[config.mk]
export PLATFORM = sky130hd
export DESIGN_NAME = ufr_top
export DESIGN_NICKNAME = d
export VERILOG_FILES = /design/src/rtl/ufr_pkg.sv /design/src/rtl/ufr_reset_sync.sv /design/src/rtl/ufr_top.sv
export VERILOG_INCLUDE_DIRS = /design/src /design/src/rtl
export SDC_FILE = /design/constraint.sdc
export NUM_CORES = 1
export LEC_CHECK = 0
export BUFFER_PORTS_ARGS = -buffer_cell sky130_fd_sc_hd__buf_2
export CAP_MARGIN = 20
export CORE_ASPECT_RATIO = 1.75
export CORE_UTILIZATION = 49
export CTS_BUF_LIST = sky130_fd_sc_hd__clkbuf_16
export DETAILED_ROUTE_END_ITERATION = 8
export GPL_ROUTABILITY_DRIVEN = 0
export PLACE_DENSITY = 0.8
export SYNTH_ARGS = -nofsm -noshare
export SYNTH_HDL_FRONTEND = slang
export SYNTH_HIERARCHICAL = 1
export SYNTH_SLANG_ARGS = --single-unit
[constraint.sdc]
create_clock -name clock -period 2.3 [get_ports clock]
set_input_delay 0 -clock clock [delete_from_list [all_inputs] [get_ports clock]]
set_output_delay 0 -clock clock [all_outputs]
set_load 0.01 [all_outputs]
[src/rtl/ufr_regs.svh]
`ifndef UFR_REGS_SVH
`define UFR_REGS_SVH

// ********************************************************
// register byte addresses
// ********************************************************
`define UFR_TX_LEVEL_ADDR 32'h50001080
`define UFR_RX_LEVEL_ADDR 32'h50001084
`define UFR_SOFT_RESET_ADDR 32'h50001088
`define UFR_RTS_MIRROR_ADDR 32'h5000108C
`define UFR_MODEM_CTRL_ADDR 32'h500010A0
`define UFR_FIFO_CTRL_ADDR 32'h500010A4

// ********************************************************
// field positions
// ********************************************************
`define UFR_SRR_PORT_RST 0
`define UFR_SRR_RX_CLR 1
`define UFR_SRR_TX_CLR 2
`define UFR_SRTS_RTS 0
`define UFR_MCR_RTS 1
`define UFR_MCR_LOOP 4
`define UFR_MCR_AFCE 5
`define UFR_FCR_EN 0
`define UFR_FCR_RX_CLR 1
`define UFR_FCR_TX_CLR 2
`define UFR_FCR_THR_LSB 8
`define UFR_FCR_THR_MSB 12

// ********************************************************
// reset values and counts
// ********************************************************
`define UFR_LEVEL_RST 5'h00
`define UFR_FCR_THR_RST 5'h08
`define UFR_RESP_OKAY 2'h0
`define UFR_RESP_SLVERR 2'h2
`define UFR_RST_SYNC_STAGES 2

`endif

[src/rtl/ufr_pkg.sv]
package ufr_pkg;

  typedef logic [4:0] ufr_level_type;

  typedef struct packed {
    logic push;
    logic pop;
  } ufr_fifo_event_type;

  typedef struct packed {
    logic loopback;
    logic autoFlow;
    logic rts;
  } ufr_modem_ctrl_type;

  typedef struct packed {
    logic [4:0] rxThreshold;
    logic fifoEnable;
  } ufr_fifo_ctrl_type;

  typedef enum logic [2:0] {
    SEL_TX_LEVEL,
    SEL_RX_LEVEL,
    SEL_SOFT_RESET,
    SEL_RTS_MIRROR,
    SEL_MODEM_CTRL,
    SEL_FIFO_CTRL,
    SEL_NONE
  } ufr_reg_sel_type;

endpackage

[src/rtl/ufr_reset_sync.sv]
`timescale 1ns/1ps

// asserts at once on the request pulse, releases on clock edges
module ufr_reset_sync #(
  parameter int STAGES = 2
) (
  input wire logic clock,
  input wire logic rst_n,
  input wire logic assertReq,
  output logic syncRst_n
);
  import ufr_pkg::*;

  logic [STAGES-1:0] chain_ff;

  // assertReq is itself a flop output, so it cannot glitch
  always_ff @(posedge clock or posedge assertReq) begin
    if (assertReq) begin
      chain_ff <= '0;
    end else if (!rst_n) begin
      chain_ff <= '0;
    end else begin
      chain_ff <= {chain_ff[STAGES-2:0], 1'b1};
    end
  end

  assign syncRst_n = chain_ff[STAGES-1];

endmodule // ufr_reset_sync

[src/rtl/ufr_top.sv]
`timescale 1ns/1ps
`include "ufr_regs.svh"

module ufr_top #(
  parameter int ADDR_W = 32,
  parameter int FIFO_DEPTH = 16,
  parameter bit AUTO_FLOW_HW_OPTION = 1'b1
) (
  input wire logic clock,
  input wire logic rst_n,
  input wire logic [ADDR_W-1:0] s_axi_awaddr,
  input wire logic s_axi_awvalid,
  output logic s_axi_awready,
  input wire logic [31:0] s_axi_wdata,
  input wire logic [3:0] s_axi_wstrb,
  input wire logic s_axi_wvalid,
  output logic s_axi_wready,
  output logic [1:0] s_axi_bresp,
  output logic s_axi_bvalid,
  input wire logic s_axi_bready,
  input wire logic [ADDR_W-1:0] s_axi_araddr,
  input wire logic s_axi_arvalid,
  output logic s_axi_arready,
  output logic [31:0] s_axi_rdata,
  output logic [1:0] s_axi_rresp,
  output logic s_axi_rvalid,
  input wire logic s_axi_rready,
  input wire ufr_pkg::ufr_fifo_event_type txFifoEvent,
  input wire ufr_pkg::ufr_fifo_event_type rxFifoEvent,
  output logic txFifoClear,
  output logic rxFifoClear,
  output logic portReset_n,
  output logic requestToSend_n,
  output logic loopbackRts
);
  import ufr_pkg::*;

  localparam ufr_level_type DEPTH_LEVEL = 5'(FIFO_DEPTH);

  // ********************************************************
  // shared decode
  // ********************************************************
  function automatic ufr_reg_sel_type decodeReg(input logic [ADDR_W-1:0] addr);
    logic [31:0] word;
    word = 32'({addr[ADDR_W-1:2], 2'b00});
    case (word)
      `UFR_TX_LEVEL_ADDR: decodeReg = SEL_TX_LEVEL;
      `UFR_RX_LEVEL_ADDR: decodeReg = SEL_RX_LEVEL;
      `UFR_SOFT_RESET_ADDR: decodeReg = SEL_SOFT_RESET;
      `UFR_RTS_MIRROR_ADDR: decodeReg = SEL_RTS_MIRROR;
      `UFR_MODEM_CTRL_ADDR: decodeReg = SEL_MODEM_CTRL;
      `UFR_FIFO_CTRL_ADDR: decodeReg = SEL_FIFO_CTRL;
      default: decodeReg = SEL_NONE;
    endcase
  endfunction

  // a bit takes part in a write only if its byte lane is enabled
  function automatic logic laneOn(input logic [3:0] strb, input int pos);
    laneOn = strb[pos / 8];
  endfunction

  // ********************************************************
  // declarations
  // ********************************************************
  logic awready_ff;
  logic wready_ff;
  logic bvalid_ff;
  logic [1:0] bresp_ff;
  logic [ADDR_W-1:0] awAddr_ff;
  logic [31:0] wData_ff;
  logic [3:0] wStrb_ff;
  logic arready_ff;
  logic rvalid_ff;
  logic [1:0] rresp_ff;
  logic [31:0] rdata_ff;
  logic doWrite;
  ufr_reg_sel_type wrSel;
  ufr_reg_sel_type rdSel;
  logic [31:0] nxt_rdata;
  logic wrSoftReset;
  logic wrRtsMirror;
  logic wrModemCtrl;
  logic wrFifoCtrl;
  logic portRstReq_ff;
  logic portRstSync_n;
  logic ctrlClear;
  logic fifoClr_ff [2];
  ufr_level_type level_ff [2];
  ufr_fifo_event_type fifoEvent [2];
  ufr_modem_ctrl_type modemCtrl_ff;
  ufr_fifo_ctrl_type fifoCtrl_ff;
  logic autoFlowActive;
  logic rxAboveThreshold;
  logic rtsN_ff;
  logic loopRts_ff;

  // ********************************************************
  // write channel
  // ********************************************************
  // address and data may arrive in either order; each is held until both are in
  assign doWrite = !awready_ff && !wready_ff && !bvalid_ff;
  assign wrSel = decodeReg(awAddr_ff);

  always_ff @(posedge clock) begin
    if (!rst_n) begin
      awready_ff <= 1'b1;
      awAddr_ff <= '0;
    end else if (s_axi_awvalid && awready_ff) begin
      awready_ff <= 1'b0;
      awAddr_ff <= s_axi_awaddr;
    end else if (bvalid_ff && s_axi_bready) begin
      awready_ff <= 1'b1;
    end
  end

  always_ff @(posedge clock) begin
    if (!rst_n) begin
      wready_ff <= 1'b1;
      wData_ff <= 32'h00000000;
      wStrb_ff <= 4'h0;
    end else if (s_axi_wvalid && wready_ff) begin
      wready_ff <= 1'b0;
      wData_ff <= s_axi_wdata;
      wStrb_ff <= s_axi_wstrb;
    end else if (bvalid_ff && s_axi_bready) begin
      wready_ff <= 1'b1;
    end
  end

  always_ff @(posedge clock) begin
    if (!rst_n) begin
      bvalid_ff <= 1'b0;
      bresp_ff <= `UFR_RESP_OKAY;
    end else if (doWrite) begin
      bvalid_ff <= 1'b1;
      bresp_ff <= (wrSel == SEL_NONE) ? `UFR_RESP_SLVERR : `UFR_RESP_OKAY;
    end else if (bvalid_ff && s_axi_bready) begin
      bvalid_ff <= 1'b0;
    end
  end

  assign wrSoftReset = doWrite && (wrSel == SEL_SOFT_RESET);
  assign wrRtsMirror = doWrite && (wrSel == SEL_RTS_MIRROR);
  assign wrModemCtrl = doWrite && (wrSel == SEL_MODEM_CTRL);
  assign wrFifoCtrl = doWrite && (wrSel == SEL_FIFO_CTRL);

  // ********************************************************
  // read channel
  // ********************************************************
  assign rdSel = decodeReg(s_axi_araddr);

  always_comb begin
    nxt_rdata = 32'h00000000;
    case (rdSel)
      SEL_TX_LEVEL: nxt_rdata = 32'(level_ff[0]);
      SEL_RX_LEVEL: nxt_rdata = 32'(level_ff[1]);
      SEL_SOFT_RESET: nxt_rdata = 32'h00000000;
      SEL_RTS_MIRROR: nxt_rdata[`UFR_SRTS_RTS] = modemCtrl_ff.rts;
      SEL_MODEM_CTRL: begin
        nxt_rdata[`UFR_MCR_RTS] = modemCtrl_ff.rts;
        nxt_rdata[`UFR_MCR_LOOP] = modemCtrl_ff.loopback;
        nxt_rdata[`UFR_MCR_AFCE] = modemCtrl_ff.autoFlow;
      end
      SEL_FIFO_CTRL: begin
        nxt_rdata[`UFR_FCR_EN] = fifoCtrl_ff.fifoEnable;
        nxt_rdata[`UFR_FCR_THR_MSB:`UFR_FCR_THR_LSB] = fifoCtrl_ff.rxThreshold;
      end
      default: nxt_rdata = 32'h00000000;
    endcase
  end

  always_ff @(posedge clock) begin
    if (!rst_n) begin
      arready_ff <= 1'b1;
      rvalid_ff <= 1'b0;
      rresp_ff <= `UFR_RESP_OKAY;
      rdata_ff <= 32'h00000000;
    end else if (s_axi_arvalid && arready_ff) begin
      arready_ff <= 1'b0;
      rvalid_ff <= 1'b1;
      rresp_ff <= (rdSel == SEL_NONE) ? `UFR_RESP_SLVERR : `UFR_RESP_OKAY;
      rdata_ff <= nxt_rdata;
    end else if (rvalid_ff && s_axi_rready) begin
      arready_ff <= 1'b1;
      rvalid_ff <= 1'b0;
    end
  end

  // ********************************************************
  // port soft reset
  // ********************************************************
  // the bus slave is kept out of this reset so the write response is not lost
  always_ff @(posedge clock) begin
    if (!rst_n) begin
      portRstReq_ff <= 1'b0;
    end else begin
      portRstReq_ff <= wrSoftReset && laneOn(wStrb_ff, `UFR_SRR_PORT_RST) &&
                       wData_ff[`UFR_SRR_PORT_RST];
    end
  end

  ufr_reset_sync #(
    .STAGES(`UFR_RST_SYNC_STAGES)
  ) u_port_reset (
    .clock(clock),
    .rst_n(rst_n),
    .assertReq(portRstReq_ff),
    .syncRst_n(portRstSync_n)
  );

  // one clock here, so this single synchroniser releases every part of the port
  assign ctrlClear = !rst_n || !portRstSync_n;

  // ********************************************************
  // fifo clear pulses
  // ********************************************************
  // one cycle only: the bits never hold a value software could see
  always_ff @(posedge clock) begin
    if (ctrlClear) begin
      fifoClr_ff[0] <= 1'b0;
      fifoClr_ff[1] <= 1'b0;
    end else begin
      fifoClr_ff[0] <= (wrSoftReset && laneOn(wStrb_ff, `UFR_SRR_TX_CLR) &&
                        wData_ff[`UFR_SRR_TX_CLR]) ||
                       (wrFifoCtrl && laneOn(wStrb_ff, `UFR_FCR_TX_CLR) &&
                        wData_ff[`UFR_FCR_TX_CLR]);
      fifoClr_ff[1] <= (wrSoftReset && laneOn(wStrb_ff, `UFR_SRR_RX_CLR) &&
                        wData_ff[`UFR_SRR_RX_CLR]) ||
                       (wrFifoCtrl && laneOn(wStrb_ff, `UFR_FCR_RX_CLR) &&
                        wData_ff[`UFR_FCR_RX_CLR]);
    end
  end

  // ********************************************************
  // fifo level counters
  // ********************************************************
  assign fifoEvent[0] = txFifoEvent;
  assign fifoEvent[1] = rxFifoEvent;

  generate
    for (genvar i = 0; i < 2; i++) begin : g_level
      // a clear wins over a push or pop in the same cycle, as the fifo is emptied
      always_ff @(posedge clock) begin
        if (ctrlClear || fifoClr_ff[i]) begin
          level_ff[i] <= `UFR_LEVEL_RST;
        end else if (fifoEvent[i].push && !fifoEvent[i].pop &&
                     level_ff[i] < DEPTH_LEVEL) begin
          level_ff[i] <= level_ff[i] + 5'h01;
        end else if (fifoEvent[i].pop && !fifoEvent[i].push &&
                     level_ff[i] != 5'h00) begin
          level_ff[i] <= level_ff[i] - 5'h01;
        end
      end
    end
  endgenerate

  // ********************************************************
  // modem control
  // ********************************************************
  // one storage bit behind both the mirror and the modem control register
  always_ff @(posedge clock) begin
    if (ctrlClear) begin
      modemCtrl_ff.rts <= 1'b0;
    end else if (wrRtsMirror && laneOn(wStrb_ff, `UFR_SRTS_RTS)) begin
      modemCtrl_ff.rts <= wData_ff[`UFR_SRTS_RTS];
    end else if (wrModemCtrl && laneOn(wStrb_ff, `UFR_MCR_RTS)) begin
      modemCtrl_ff.rts <= wData_ff[`UFR_MCR_RTS];
    end
  end

  always_ff @(posedge clock) begin
    if (ctrlClear) begin
      modemCtrl_ff.loopback <= 1'b0;
      modemCtrl_ff.autoFlow <= 1'b0;
    end else if (wrModemCtrl && laneOn(wStrb_ff, `UFR_MCR_LOOP)) begin
      modemCtrl_ff.loopback <= wData_ff[`UFR_MCR_LOOP];
      modemCtrl_ff.autoFlow <= wData_ff[`UFR_MCR_AFCE];
    end
  end

  // ********************************************************
  // fifo control
  // ********************************************************
  always_ff @(posedge clock) begin
    if (ctrlClear) begin
      fifoCtrl_ff.fifoEnable <= 1'b0;
    end else if (wrFifoCtrl && laneOn(wStrb_ff, `UFR_FCR_EN)) begin
      fifoCtrl_ff.fifoEnable <= wData_ff[`UFR_FCR_EN];
    end
  end

  always_ff @(posedge clock) begin
    if (ctrlClear) begin
      fifoCtrl_ff.rxThreshold <= `UFR_FCR_THR_RST;
    end else if (wrFifoCtrl && laneOn(wStrb_ff, `UFR_FCR_THR_LSB)) begin
      fifoCtrl_ff.rxThreshold <= wData_ff[`UFR_FCR_THR_MSB:`UFR_FCR_THR_LSB];
    end
  end

  // ********************************************************
  // request to send
  // ********************************************************
  assign autoFlowActive = AUTO_FLOW_HW_OPTION && modemCtrl_ff.autoFlow &&
                          fifoCtrl_ff.fifoEnable;
  assign rxAboveThreshold = level_ff[1] > fifoCtrl_ff.rxThreshold;

  // loopback outranks flow gating; the pin then stays idle whatever the bit says
  always_ff @(posedge clock) begin
    if (ctrlClear) begin
      rtsN_ff <= 1'b1;
    end else if (modemCtrl_ff.loopback) begin
      rtsN_ff <= 1'b1;
    end else if (autoFlowActive && rxAboveThreshold) begin
      rtsN_ff <= 1'b1;
    end else begin
      rtsN_ff <= !modemCtrl_ff.rts;
    end
  end

  always_ff @(posedge clock) begin
    if (ctrlClear) begin
      loopRts_ff <= 1'b0;
    end else begin
      loopRts_ff <= modemCtrl_ff.loopback && modemCtrl_ff.rts;
    end
  end

  // ********************************************************
  // outputs
  // ********************************************************
  assign s_axi_awready = awready_ff;
  assign s_axi_wready = wready_ff;
  assign s_axi_bvalid = bvalid_ff;
  assign s_axi_bresp = bresp_ff;
  assign s_axi_arready = arready_ff;
  assign s_axi_rvalid = rvalid_ff;
  assign s_axi_rresp = rresp_ff;
  assign s_axi_rdata = rdata_ff;
  assign txFifoClear = fifoClr_ff[0];
  assign rxFifoClear = fifoClr_ff[1];
  assign portReset_n = portRstSync_n;
  assign requestToSend_n = rtsN_ff;
  assign loopbackRts = loopRts_ff;

endmodule // ufr_top

# --- Word level (Yosys, flattened, before mapping) ---
# Memory sizes are Yosys's and may differ from the RTL's.
# Cells that the tools add are included.
word_totals:
  register_bits: 81
  mem_bits_rw: 12
  input_bits: 111
  output_inout_bits: 46
  wordCells: 161
  memories: 2
classes:
  add_sub_neg: 4
  magnitude_cmp: 3
  eq_ne: 22
  mux: 48
  n_bitwise: 6
  n_reduce_logical: 56
memory_table:
  columns: ["name", "words", "width", "rd", "rd_clocked_by_memory_dff", "wr", "line", "rtl"]
  rows:
  - ["level_ff", 2, 5, 2, 0, 2, "ufr_top.sv:88", "ufr_level_type level_ff [2];"]
  - ["fifoClr_ff", 2, 1, 2, 0, 2, "ufr_top.sv:87", "logic fifoClr_ff [2];"]
ops:
  columns: ["op", "count"]
  rows:
  - ["30-bit by 29-bit == test with 1-bit output (second input constant)", 12]
  - ["3-bit one-hot mux with 6 select lines", 2]
  - ["1-bit two-way mux", 34]
  - ["1-bit logical AND", 32]
  - ["5-bit two-way mux", 5]
  - ["3-bit == test (second input constant)", 6]
  - ["5-bit by 1-bit adder with 5-bit output (second input constant)", 2]
  - ["1-bit zero test", 10]
  - ["5-bit < comparator (second input constant)", 2]
  - ["2-bit nonzero test", 5]
  - ["5-bit nonzero test", 2]
  - ["5-bit by 1-bit subtractor with 5-bit output (second input constant)", 2]
  - ["3-bit by 2-bit == test with 1-bit output (second input constant)", 3]
  - ["2-bit two-way mux", 3]
  - ["1-bit OR", 6]
  - ["2-bit one-hot mux with 3 select lines", 1]
  - ["5-bit greater-than comparator", 1]
  - ["1-bit logical OR", 5]
  - ["1-bit one-hot mux with 4 select lines", 1]
  - ["2-bit one-hot mux with 2 select lines", 1]
  - ["3-bit by 1-bit == test with 1-bit output (second input constant)", 1]
  - ["3-bit zero test", 1]
  - ["1-bit one-hot mux with 3 select lines", 1]
  - ["3-bit OR reduction", 1]

# --- Depth between registers and ports, before layout ---
# Gate-level depths: netlist of run 1.
logic_depth:
  ltp_word: 8
  depth_mapped: 10
  depth_no_buf: 10

# --- Modules after synthesis ---
# Netlist of run 1, hierarchy kept.
modules_own_cells:
  columns: ["module", "instances", "cells_per_inst", "area_each_um2", "seq_area_each_um2"]
  rows:
  - ["ufr_top", 1, 482, 4125.2, 1781.7]
  - ["ufr_reset_sync", 1, 4, 60.1, 50.0]

# --- Worst setup path after synthesis of run 1 ---
# OpenSTA, ideal clock, no wires.
synth_timing:
  path_kind: "reg2reg"
  start: "memory level_ff[1][0] (netlist bit)"
  end: "memory level_ff[1][4] (netlist bit), data pin"
  setup_time_ps: 154
  arrival_time_ps: 2469
  required_ps: 2146
  setup_slack_ps: -323
  stages_incl_launch_ff: 11
  path_buffers: 0
  synth_period_minus_slack_ps: 2623
  cell_sequence: "edfxtp_1 or4_1 o21ai_0 or3_1 inv_1 ha_1 nor2b_1 o21ai_0 nor3b_1 o21bai_1 a21boi_0"
synth_lines:
  columns: ["item", "line"]
  rows:
  - ["from (decl)", "ufr_top.sv:88"]

==> results.cfg, run 1 <==
[yosys]
synth_edf_count = 10
asyncSetResetFlopFracSynth_pct = 2.33
synth_largest_area_cell = dfxtp_1
synthMostInstantiatedCell = nand2_1
dominantRegCellSynth = dfxtp_1
post_synth_instance_area_um2 = 4190
synthesis.instances = 486
post_synth.cell_area_avg_um2 = 8.61
synth_seq_cells = 86
synthTopCellsByCount = nand2_1, dfxtp_1, a21boi_0, nor2_1, buf_4
post_synth_num_cell_types = 56
post_synth_main_area_contributors = dfxtp_1, nand2_1, a21boi_0, edfxtp_1, buf_4
yosys_warnings = 6
ys_seq_area_share_pct = 43.8
synth_top_cell_area_share_pct = 35.4

[global_route]
global_route.usage.total_pct = 25.0
antenna_violations_before_repair = 0
grt_first_pass_wirelength_um = 17500
grt_pass1_vias = 4038
grt_remaining_overflow = 0
pin_count_of_the_biggest_net_entering_global_routing = 68

[floorplan]
initial_utilization_pct = 50.3
die-area_um2 = 8930
placeableCoreArea_um2 = 8310
rows = 44
y_dimension_of_the_die_um = 124
dieWidth_um = 71.9
floorplan.io_pins = 157

[placed_design]
port_buffers = 105
pre_cts_slack_ns = -0.0846
place.detailed.hpwl_um = 7250

[detailed_routing]
drt_drc_violations_left = 0
vias_per_cell = 5.17
dr.first_iter.drc_count = 180
antenna_violating_nets_post_route = 0
postRouteWirelength_um = 10800
detail_route.wl_per_cell_um = 14.2
dr.pass1.iters = 4
vias = 3952

[clocking]
cts_tree = done
cts.path.max_buffers = 2
clk_root_buffer_cell = clkbuf_16
clk_pin_slew_worst_paths_ns = 0.06
clock_sinks = 86
latest_clock_arrival_within_the_worst_skew_pair_ns = 0.34
cts_htree_levels = 3
tritoncts.num_buffers = 9

[worst_hold_path]
hp-class = in -> reg

[timing]
hold_viol = 0
setup_slack_ns = -0.0656
fmax_ghz = 0.423
finalClockSkew_ns = 0.00460
timing_max_transition_violations_final = 0
max_slew_headroom_pct = 38.9
final-setup-viol-count = 2
grt_setup_unrepaired = yes
tightestPinTransition_ns = 0.914
layout_worst_path_cycle_share_pct = 103
finalWorstPathRequiredPeriod_ns = 2.37

[pwr]
total_power_mw = 3.37
cellPowerDensity_nw_per_um2 = 602
peakVddDrop_mv = 0.626
power_leakage_nw = 2.39

[run_status]
violated_checks = negative setup slack
run_status = complete, but fails checks

[critical_path]
timing.critical_path.fanout_max = 3
timing.setup.critical_path_class = reg -> reg
crit_arrival_ns = 2.46
critPathRequiredTime_ns = 2.39
critical_path.endpoint_type = flop
cp-start-kind = flop
timing.reg2reg.setup_slack_ns = -0.07

[final_layout]
finalNetCount = 767
final_layout_size_suffix_gt1_share_pct = 24.6
antenna-diode-count = 0
area_growth_syn_to_layout_pct = 33.7

[run]
drv.max_cap_violation_count = 0
-- cells in the final DEF, fill, tap and decap left out, drive strengths merged, types with 11 or more instances in the layout --
cell type    count
a21boi          44
a21oi           16
buf            126
conb            23
dfxtp           74
dlygate4sd3     44
inv             17
nand2          117
nand3           13
nor2            24
nor4            11
o21ai           18
-- path summary, 6_finish.rpt --
check	startpoint	endpoint	cells after the start
worst max-delay path	level_ff[1][2]	level_ff[1][4]	10
worst min-delay path	s_axi_bready	s_axi_wready	3
worst max register to register	level_ff[1][2]	level_ff[1][4]	10
worst min register to register	portRstReq_ff	u_port_reset/chain_ff[1]	1
max in group asynchronous	portRstReq_ff	u_port_reset/chain_ff[0]	1
min in group asynchronous	portRstReq_ff	u_port_reset/chain_ff[1]	1
-- registers in the layout (all words and copies together), names as in the netlist --
| register | cells |
|---|---|
| awAddr_ff | 30 |
| level_ff | 10 |
| wData_ff | 10 |
| s_axi_rresp | 1 |
| s_axi_awready | 1 |
| fifoCtrl_ff | 6 |
| loopbackRts | 1 |
| fifoClr_ff | 2 |
| s_axi_arready | 1 |
| portRstReq_ff | 1 |
| s_axi_bresp | 1 |
| s_axi_rdata | 11 |
| s_axi_bvalid | 1 |
| requestToSend_n | 1 |
| modemCtrl_ff | 3 |
| wStrb_ff | 2 |
| u_port_reset/chain_ff | 2 |
| s_axi_rvalid | 1 |
| s_axi_wready | 1 |
-- worst max-delay path, cell delays in order (launching register included) --
cell,delay (ns)
edfxtp_1,0.40
or4_4,0.54
o21ai_4,0.16
or3_4,0.16
inv_4,0.04
ha_4,0.26
nor2b_4,0.14
o21ai_2,0.07
nor3b_2,0.15
o21bai_1,0.12
a21boi_1,0.07
-- area by class of cell --
class,count,area (µm²)
Inverter,16,62.6
Clock buffer,9,225
Tap cell,115,144
Sequential cell,86,1830
Timing Repair Buffer,170,1120
Fill cell,652,2720
Multi-Input combinational cell,362,2170
Clock inverter,7,33.8
-- kinds of logic (layout without fill, tap and decap cells) --
group / after synthesis / count (layout) / share of synthesized area [%]
simple gates: 217 / 217 / 26.5
buf+inv: 60 / 202 / 7.44
xor+xnor: 1 / 1 / 0.209
compound gates: 99 / 99 / 15.8
other cells: 1 / 23 / 0.0896
mux: 11 / 11 / 2.66
flops: 86 / 86 / 43.8
fa+ha+maj: 11 / 11 / 3.47
-- metal layers --
metal	track usage, %	up-vias	wire [µm]	part of all wire, %
met1	24.9	1861	4040	37
li1	-	1944	-	-
met2	47.7	121	6020	56
met4	11.1	0	323	3.0
met3	5.26	26	447	4.1
met5	0	-	0	0
-- where the power goes --
| part | switching, mW | leakage (nW) | total (mW) | internal, mW |
|---|---|---|---|---|
| Combinational | 0.222 | 1.51 | 0.439 | 0.217 |
| Clock | 0.578 | 0.133 | 1.29 | 0.714 |
| Sequential | 0.0507 | 0.745 | 1.63 | 1.58 |
| Total | 0.851 | 2.39 | 3.37 | 2.51 |
-- what timing repair did --
action | in CTS | in global routing
endpoints found under the setup margin | 2 | 3
hold buffers | 44 | 0
endpoints found under the hold margin | 45 | 0
pin swaps | 3 | 1
buffers inserted | 2 | 2
resized for setup | 3 | 0
-- through the flow --
step / hold slack, ns / instance area, µm² / setup TNS, ns / utilization, % / cells
finish: 0.0165 / 5590 / -0.119 / 67.3 / 765
global placement: 0.0276 / 4850 / -0.0464 / 58.4 / 701
floorplan: 0.0229 / 4310 / -0.221 / - / 508
CTS: 0.00589 / 5580 / -0.0858 / 67.1 / 763
global route: 0.0241 / 5590 / -0.302 / 67.3 / 765
detailed placement: 0.0362 / 4850 / -0.155 / 58.4 / 701
(Power assumes the default switching activity.)
==> run 2, diff against run 1 <==
--- a/config.mk
+++ b/config.mk
@@ -13,7 +13,9 @@
 export CTS_BUF_LIST = sky130_fd_sc_hd__clkbuf_16
 export DETAILED_ROUTE_END_ITERATION = 8
 export GPL_ROUTABILITY_DRIVEN = 0
+export HOLD_SLACK_MARGIN = 0.06
 export PLACE_DENSITY = 0.8
+export SKIP_LAST_GASP = 1
 export SYNTH_ARGS = -nofsm -noshare
 export SYNTH_HDL_FRONTEND = slang
 export SYNTH_HIERARCHICAL = 1
==> results.cfg, run 2 (synthesis gave the netlist of run 1 again) <==
[detailed_routing]
dr.first_iter.drc_count = 150
vias_per_cell = 5.18
dr.pass1.iters = 4
drt_drc_violations_left = 0
postRouteWirelength_um = 10900
detail_route.wl_per_cell_um = 14.2
vias = 3981
antenna_violating_nets_post_route = 0

[global_route]
pin_count_of_the_biggest_net_entering_global_routing = 68
global_route.usage.total_pct = 25.1
grt_remaining_overflow = 0
grt_pass1_vias = 4086
grt_first_pass_wirelength_um = 17700
antenna_violations_before_repair = 0

[timing]
finalWorstPathRequiredPeriod_ns = 2.36
tightestPinTransition_ns = 0.934
timing_max_transition_violations_final = 0
grt_setup_unrepaired = yes
setup_slack_ns = -0.0637
finalClockSkew_ns = 0.00406
final-setup-viol-count = 2
max_slew_headroom_pct = 37.6
fmax_ghz = 0.423
layout_worst_path_cycle_share_pct = 103
fin_tns_setup_ns = -0.118
hold_slack_ns = 0.163
hold_viol = 0

[critical_path]
timing.critical_path.fanout_max = 3
crit_cells = 10
path_buf_inv = 1
slowest_stage = or4_4
critical_path.top_delay_family = simple AND/OR/NAND/NOR gates
path_cells = or4_4 -> o21ai_4 -> or3_4 -> inv_2 -> ha_4 -> nor2b_4 -> o21ai_2 -> nor3b_2 -> o21bai_1 -> a21boi_1
timing.setup.critical_path_class = reg -> reg
crit_arrival_ns = 2.45
critical_path.endpoint_type = flop
timing.reg2reg.setup_slack_ns = -0.06
r2r.worst_path.cells = 10
critical_path.endpoint = level_ff[1][4]
r2r_end = level_ff[1][4]
timing.rr.start = level_ff[1][2]
crit_start = level_ff[1][2]
critical_path.max_stage_delay_ns = 0.54
critPathRequiredTime_ns = 2.39
cp-start-kind = flop

[placed_design]
place.detailed.hpwl_um = 7250
placed_cell_areas_um2 = 4850
port_buffers = 105

[pwr]
comb_power_share_pct = 13.2
p_sw_mw = 0.844
clk_pwr_share_pct = 38.2
power.sequential.fraction_pct = 48.6
intPower_mw = 2.52
cellPowerDensity_nw_per_um2 = 597
power_switching_share_pct = 25.1
total_power_mw = 3.36
peakVddDrop_mv = 0.619
power_leakage_nw = 2.41

[final_layout]
final_cell_mix = nand2_1, buf_2, dfxtp_1
layout.cells.most_common = nand2_1
design_area_um2 = 5630
fillers = 644
max_flop_register = awAddr_ff
antenna-diode-count = 0
final_layout_size_suffix_gt1_share_pct = 24.5
largest_register_ff_count = 30
finalNetCount = 771
area_growth_syn_to_layout_pct = 34.6
area_occupied_by_multi_input_gates_um2 = 2170
finish.utilization_pct = 67.7
layout.area.seq_um2 = 1830

[clocking]
cts.path.max_buffers = 2
tritoncts.num_buffers = 9
clk_pin_slew_worst_paths_ns = 0.06
cts_htree_levels = 3
cts_tree = done
latest_clock_arrival_within_the_worst_skew_pair_ns = 0.34
clk_root_buffer_cell = clkbuf_16
clock_sinks = 86

[floorplan]
die-area_um2 = 8930
dieWidth_um = 71.9
floorplan.io_pins = 157
rows = 44
initial_utilization_pct = 50.3
y_dimension_of_the_die_um = 124
placeableCoreArea_um2 = 8310

[run_status]
violated_checks = negative setup slack
run_status = complete, but fails checks

[run]
drv.max_cap_violation_count = 0

[worst_hold_path]
hp-class = in -> reg
==> run 2: changes by cell type in the layout (fill, tap and decap cells not counted) <==
| cell | change |
|---|---|
| inv_4 | -1 |
| inv_2 | +1 |
| dlygate4sd3_1 | +4 |
==> run 2: worst reg2reg max path: stages (launching register included) <==
cell and delay [ns]:
edfxtp_1 0.40, or4_4 0.54, o21ai_4 0.16, or3_4 0.15
inv_2 0.05, ha_4 0.27, nor2b_4 0.15, o21ai_2 0.07
nor3b_2 0.15, o21bai_1 0.12, a21boi_1 0.07
==> run 2: metrics by stage <==
stage | setup WS [ns] | std cells
floorplan | -0.111 | 508
global placement | -0.0335 | 701
detailed placement | -0.0846 | 701
CTS | -0.0500 | 767
global route | -0.168 | 769
finish | -0.0637 | 769
==> run 2: metal layers <==
layer / part of all wire [%] / wire length (µm) / track usage, %
met1: 38 / 4090 / 25.3
met2: 55 / 5990 / 47.7
met3: 4.6 / 503 / 5.34
met4: 2.8 / 309 / 10.7
met5: 0 / 0 / 0
==> run 2: repair_timing <==
action | 4_1_cts | 5_1_grt
resized for setup | 2 | 0
hold buffers | 48 | 0
setup endpoints to repair | 2 | 3
pin swaps | 3 | 1
hold endpoints to repair | 50 | 0
setup buffers | 2 | 2
==> run 2: layout make-up <==
cell class | count | area share (%)
Tap cell | 115 | 2.55
Multi-Input combinational cell | 362 | 38.6
Clock inverter | 7 | 0.600
Sequential cell | 86 | 32.5
Timing Repair Buffer | 174 | 20.7
Inverter | 16 | 1.07
Clock buffer | 9 | 4.00
==> run 2: worst min path at each step <==
stage / depth (start not counted) / slack, ns / startpoint / end
floorplan: 1 / 0.02 / portRstReq_ff / u_port_reset/chain_ff[0]
global placement: 1 / 0.03 / portRstReq_ff / u_port_reset/chain_ff[0]
detailed placement: 1 / 0.04 / portRstReq_ff / u_port_reset/chain_ff[1]
CTS: 3 / 0.14 / s_axi_araddr[5] / s_axi_rdata[3]
global route: 3 / 0.17 / txFifoEvent[1] / level_ff[0][0]
finish: 4 / 0.16 / rst_n / modemCtrl_ff[2]
==> run 2: power by group through the flow <==
| stage | Clock (mW) | Sequential (mW) | Combinational, mW |
|---|---|---|---|
| floorplan | 0 | 1.66 | 0.244 |
| global placement | 0 | 1.66 | 0.351 |
| detailed placement | 0 | 1.66 | 0.361 |
| CTS | 1.30 | 1.63 | 0.430 |
| global route | 1.37 | 1.64 | 0.488 |
| finish | 1.28 | 1.63 | 0.444 |
==> run 3, diff against run 2 <==
--- a/config.mk
+++ b/config.mk
@@ -20,3 +20,4 @@
 export SYNTH_HDL_FRONTEND = slang
 export SYNTH_HIERARCHICAL = 1
 export SYNTH_SLANG_ARGS = --single-unit
+export TNS_END_PERCENT = 5
==> results.cfg, run 3 (synthesis gave the netlist of run 1 again) <==
[floorplan]
rows = 44
floorplan.io_pins = 157
dieWidth_um = 71.9
die-area_um2 = 8930
placeableCoreArea_um2 = 8310
y_dimension_of_the_die_um = 124
initial_utilization_pct = 50.3

[clocking]
latest_clock_arrival_within_the_worst_skew_pair_ns = 0.34
tritoncts.num_buffers = 9
cts_tree = done
clock_sinks = 86
clk_pin_slew_worst_paths_ns = 0.06
cts.path.max_buffers = 2
clk_root_buffer_cell = clkbuf_16
cts_htree_levels = 3

[timing]
grt_setup_unrepaired = yes
layout_worst_path_cycle_share_pct = 104
fin_tns_setup_ns = -0.290
finalClockSkew_ns = 0.00764
hold_viol = 0
finalWorstPathRequiredPeriod_ns = 2.39
setup_slack_ns = -0.0926
tightestPinTransition_ns = 0.963
fmax_ghz = 0.418
final-setup-viol-count = 7
timing_max_transition_violations_final = 0
max_slew_headroom_pct = 35.7

[run_status]
violated_checks = negative setup slack
run_status = complete, but fails checks

[detailed_routing]
vias = 3950
dr.pass1.iters = 4
detail_route.wl_per_cell_um = 14.1
postRouteWirelength_um = 10900
antenna_violating_nets_post_route = 0
dr.first_iter.drc_count = 145
drt_drc_violations_left = 0
vias_per_cell = 5.12

[pwr]
peakVddDrop_mv = 0.454
total_power_mw = 3.39
power_leakage_nw = 2.42
cellPowerDensity_nw_per_um2 = 599

[global_route]
pin_count_of_the_biggest_net_entering_global_routing = 68
global_route.usage.total_pct = 25.2
grt_first_pass_wirelength_um = 17500
grt_pass1_vias = 3930
antenna_violations_before_repair = 1
grt_remaining_overflow = 0

[final_layout]
layout.cells.most_common = nand2_1
largest_register_ff_count = 30
final_cell_mix = nand2_1, buf_2, dfxtp_1
finalNetCount = 773
area_growth_syn_to_layout_pct = 35.1
final_layout_size_suffix_gt1_share_pct = 25.0
max_flop_register = awAddr_ff

[critical_path]
timing.setup.critical_path_class = reg -> reg
crit_arrival_ns = 2.49
timing.critical_path.fanout_max = 3
critPathRequiredTime_ns = 2.39
critical_path.endpoint_type = flop
cp-start-kind = flop

[placed_design]
port_buffers = 105
place.detailed.hpwl_um = 7290

[worst_hold_path]
hp-class = in -> reg

[run]
drv.max_cap_violation_count = 0
[run 3: cell count changes in the layout (fill, tap and decap cells not counted), sizes merged]
cell,previous run,this run
inv,17,20
clkinv,6,2
buf,126,128
clkinvlp,0,1
diode,0,1
[run 3: final timing paths]
| kind | slack, ns | startpoint | cells after the start | endpoint |
|---|---|---|---|---|
| hold reg to reg | 0.45 | s_axi_rdata[12] | 2 | s_axi_rdata[12] |
| max in group asynchronous | 1.59 | portRstReq_ff | 2 | u_port_reset/chain_ff[1] |
| hold / removal | 0.15 | s_axi_araddr[30] | 4 | s_axi_rresp[1] |
| setup / recovery | -0.09 | level_ff[1][3] | 10 | level_ff[1][4] |
| setup reg to reg | -0.09 | level_ff[1][3] | 10 | level_ff[1][4] |
| min in group asynchronous | 0.60 | portRstReq_ff | 2 | u_port_reset/chain_ff[0] |
[run 3: per-layer routing]
metal | global-route usage [%] | part of all wire (%) | vias to the layer above
li1 | - | - | 1954
met1 | 25.5 | 37 | 1856
met2 | 47.3 | 56 | 118
met3 | 5.58 | 4.0 | 22
met4 | 11.1 | 2.7 | 0
met5 | 0 | 0 | -
[run 3: metrics by stage]
step / utilization (%) / setup WS, ns / cell area [µm²] / hold slack (ns) / instances
finish: 68.0 / -0.0926 / 5660 / 0.153 / 772
global placement: 58.4 / -0.0364 / 4850 / 0.0261 / 701
CTS: 67.8 / -0.0520 / 5640 / 0.156 / 770
floorplan: - / -0.111 / 4310 / 0.0229 / 508
global route: 68.0 / -0.154 / 5660 / 0.166 / 772
detailed placement: 58.4 / -0.0991 / 4850 / 0.0285 / 701
[run 3: area by class of cell]
| class | instances | area (µm²) |
|---|---|---|
| well taps | 115 | 144 |
| multi-input cells | 362 | 2170 |
| clock buffers | 9 | 225 |
| flip-flops and latches | 86 | 1830 |
| diodes | 1 | 2.50 |
| clock inverters | 7 | 40.0 |
| fillers | 642 | 2660 |
| inverters | 16 | 60.1 |
| repair buffers | 176 | 1180 |
[run 3: where the power goes]
group	switching, mW	total (mW)	internal [mW]
Clock	0.583	1.31	0.724
Combinational	0.226	0.448	0.222
Sequential	0.0500	1.63	1.58
[run 3: repair_timing]
item,in CTS,in global routing
pin swaps,3,1
gates cloned,0,0
gates resized for setup,1,1
buffers inserted,5,1
hold buffers,48,0
setup endpoints to repair,2,7
endpoints found under the hold margin,50,0
[run 3: worst max-delay path: stages, from the launching register on]
cell and delay, ns:
edfxtp_1 0.39, or4_4 0.56, o21ai_4 0.16, or3_4 0.14
inv_2 0.05, ha_4 0.27, nor2b_4 0.14, o21ai_2 0.08
nor3b_2 0.16, o21bai_1 0.13, a21boi_1 0.08
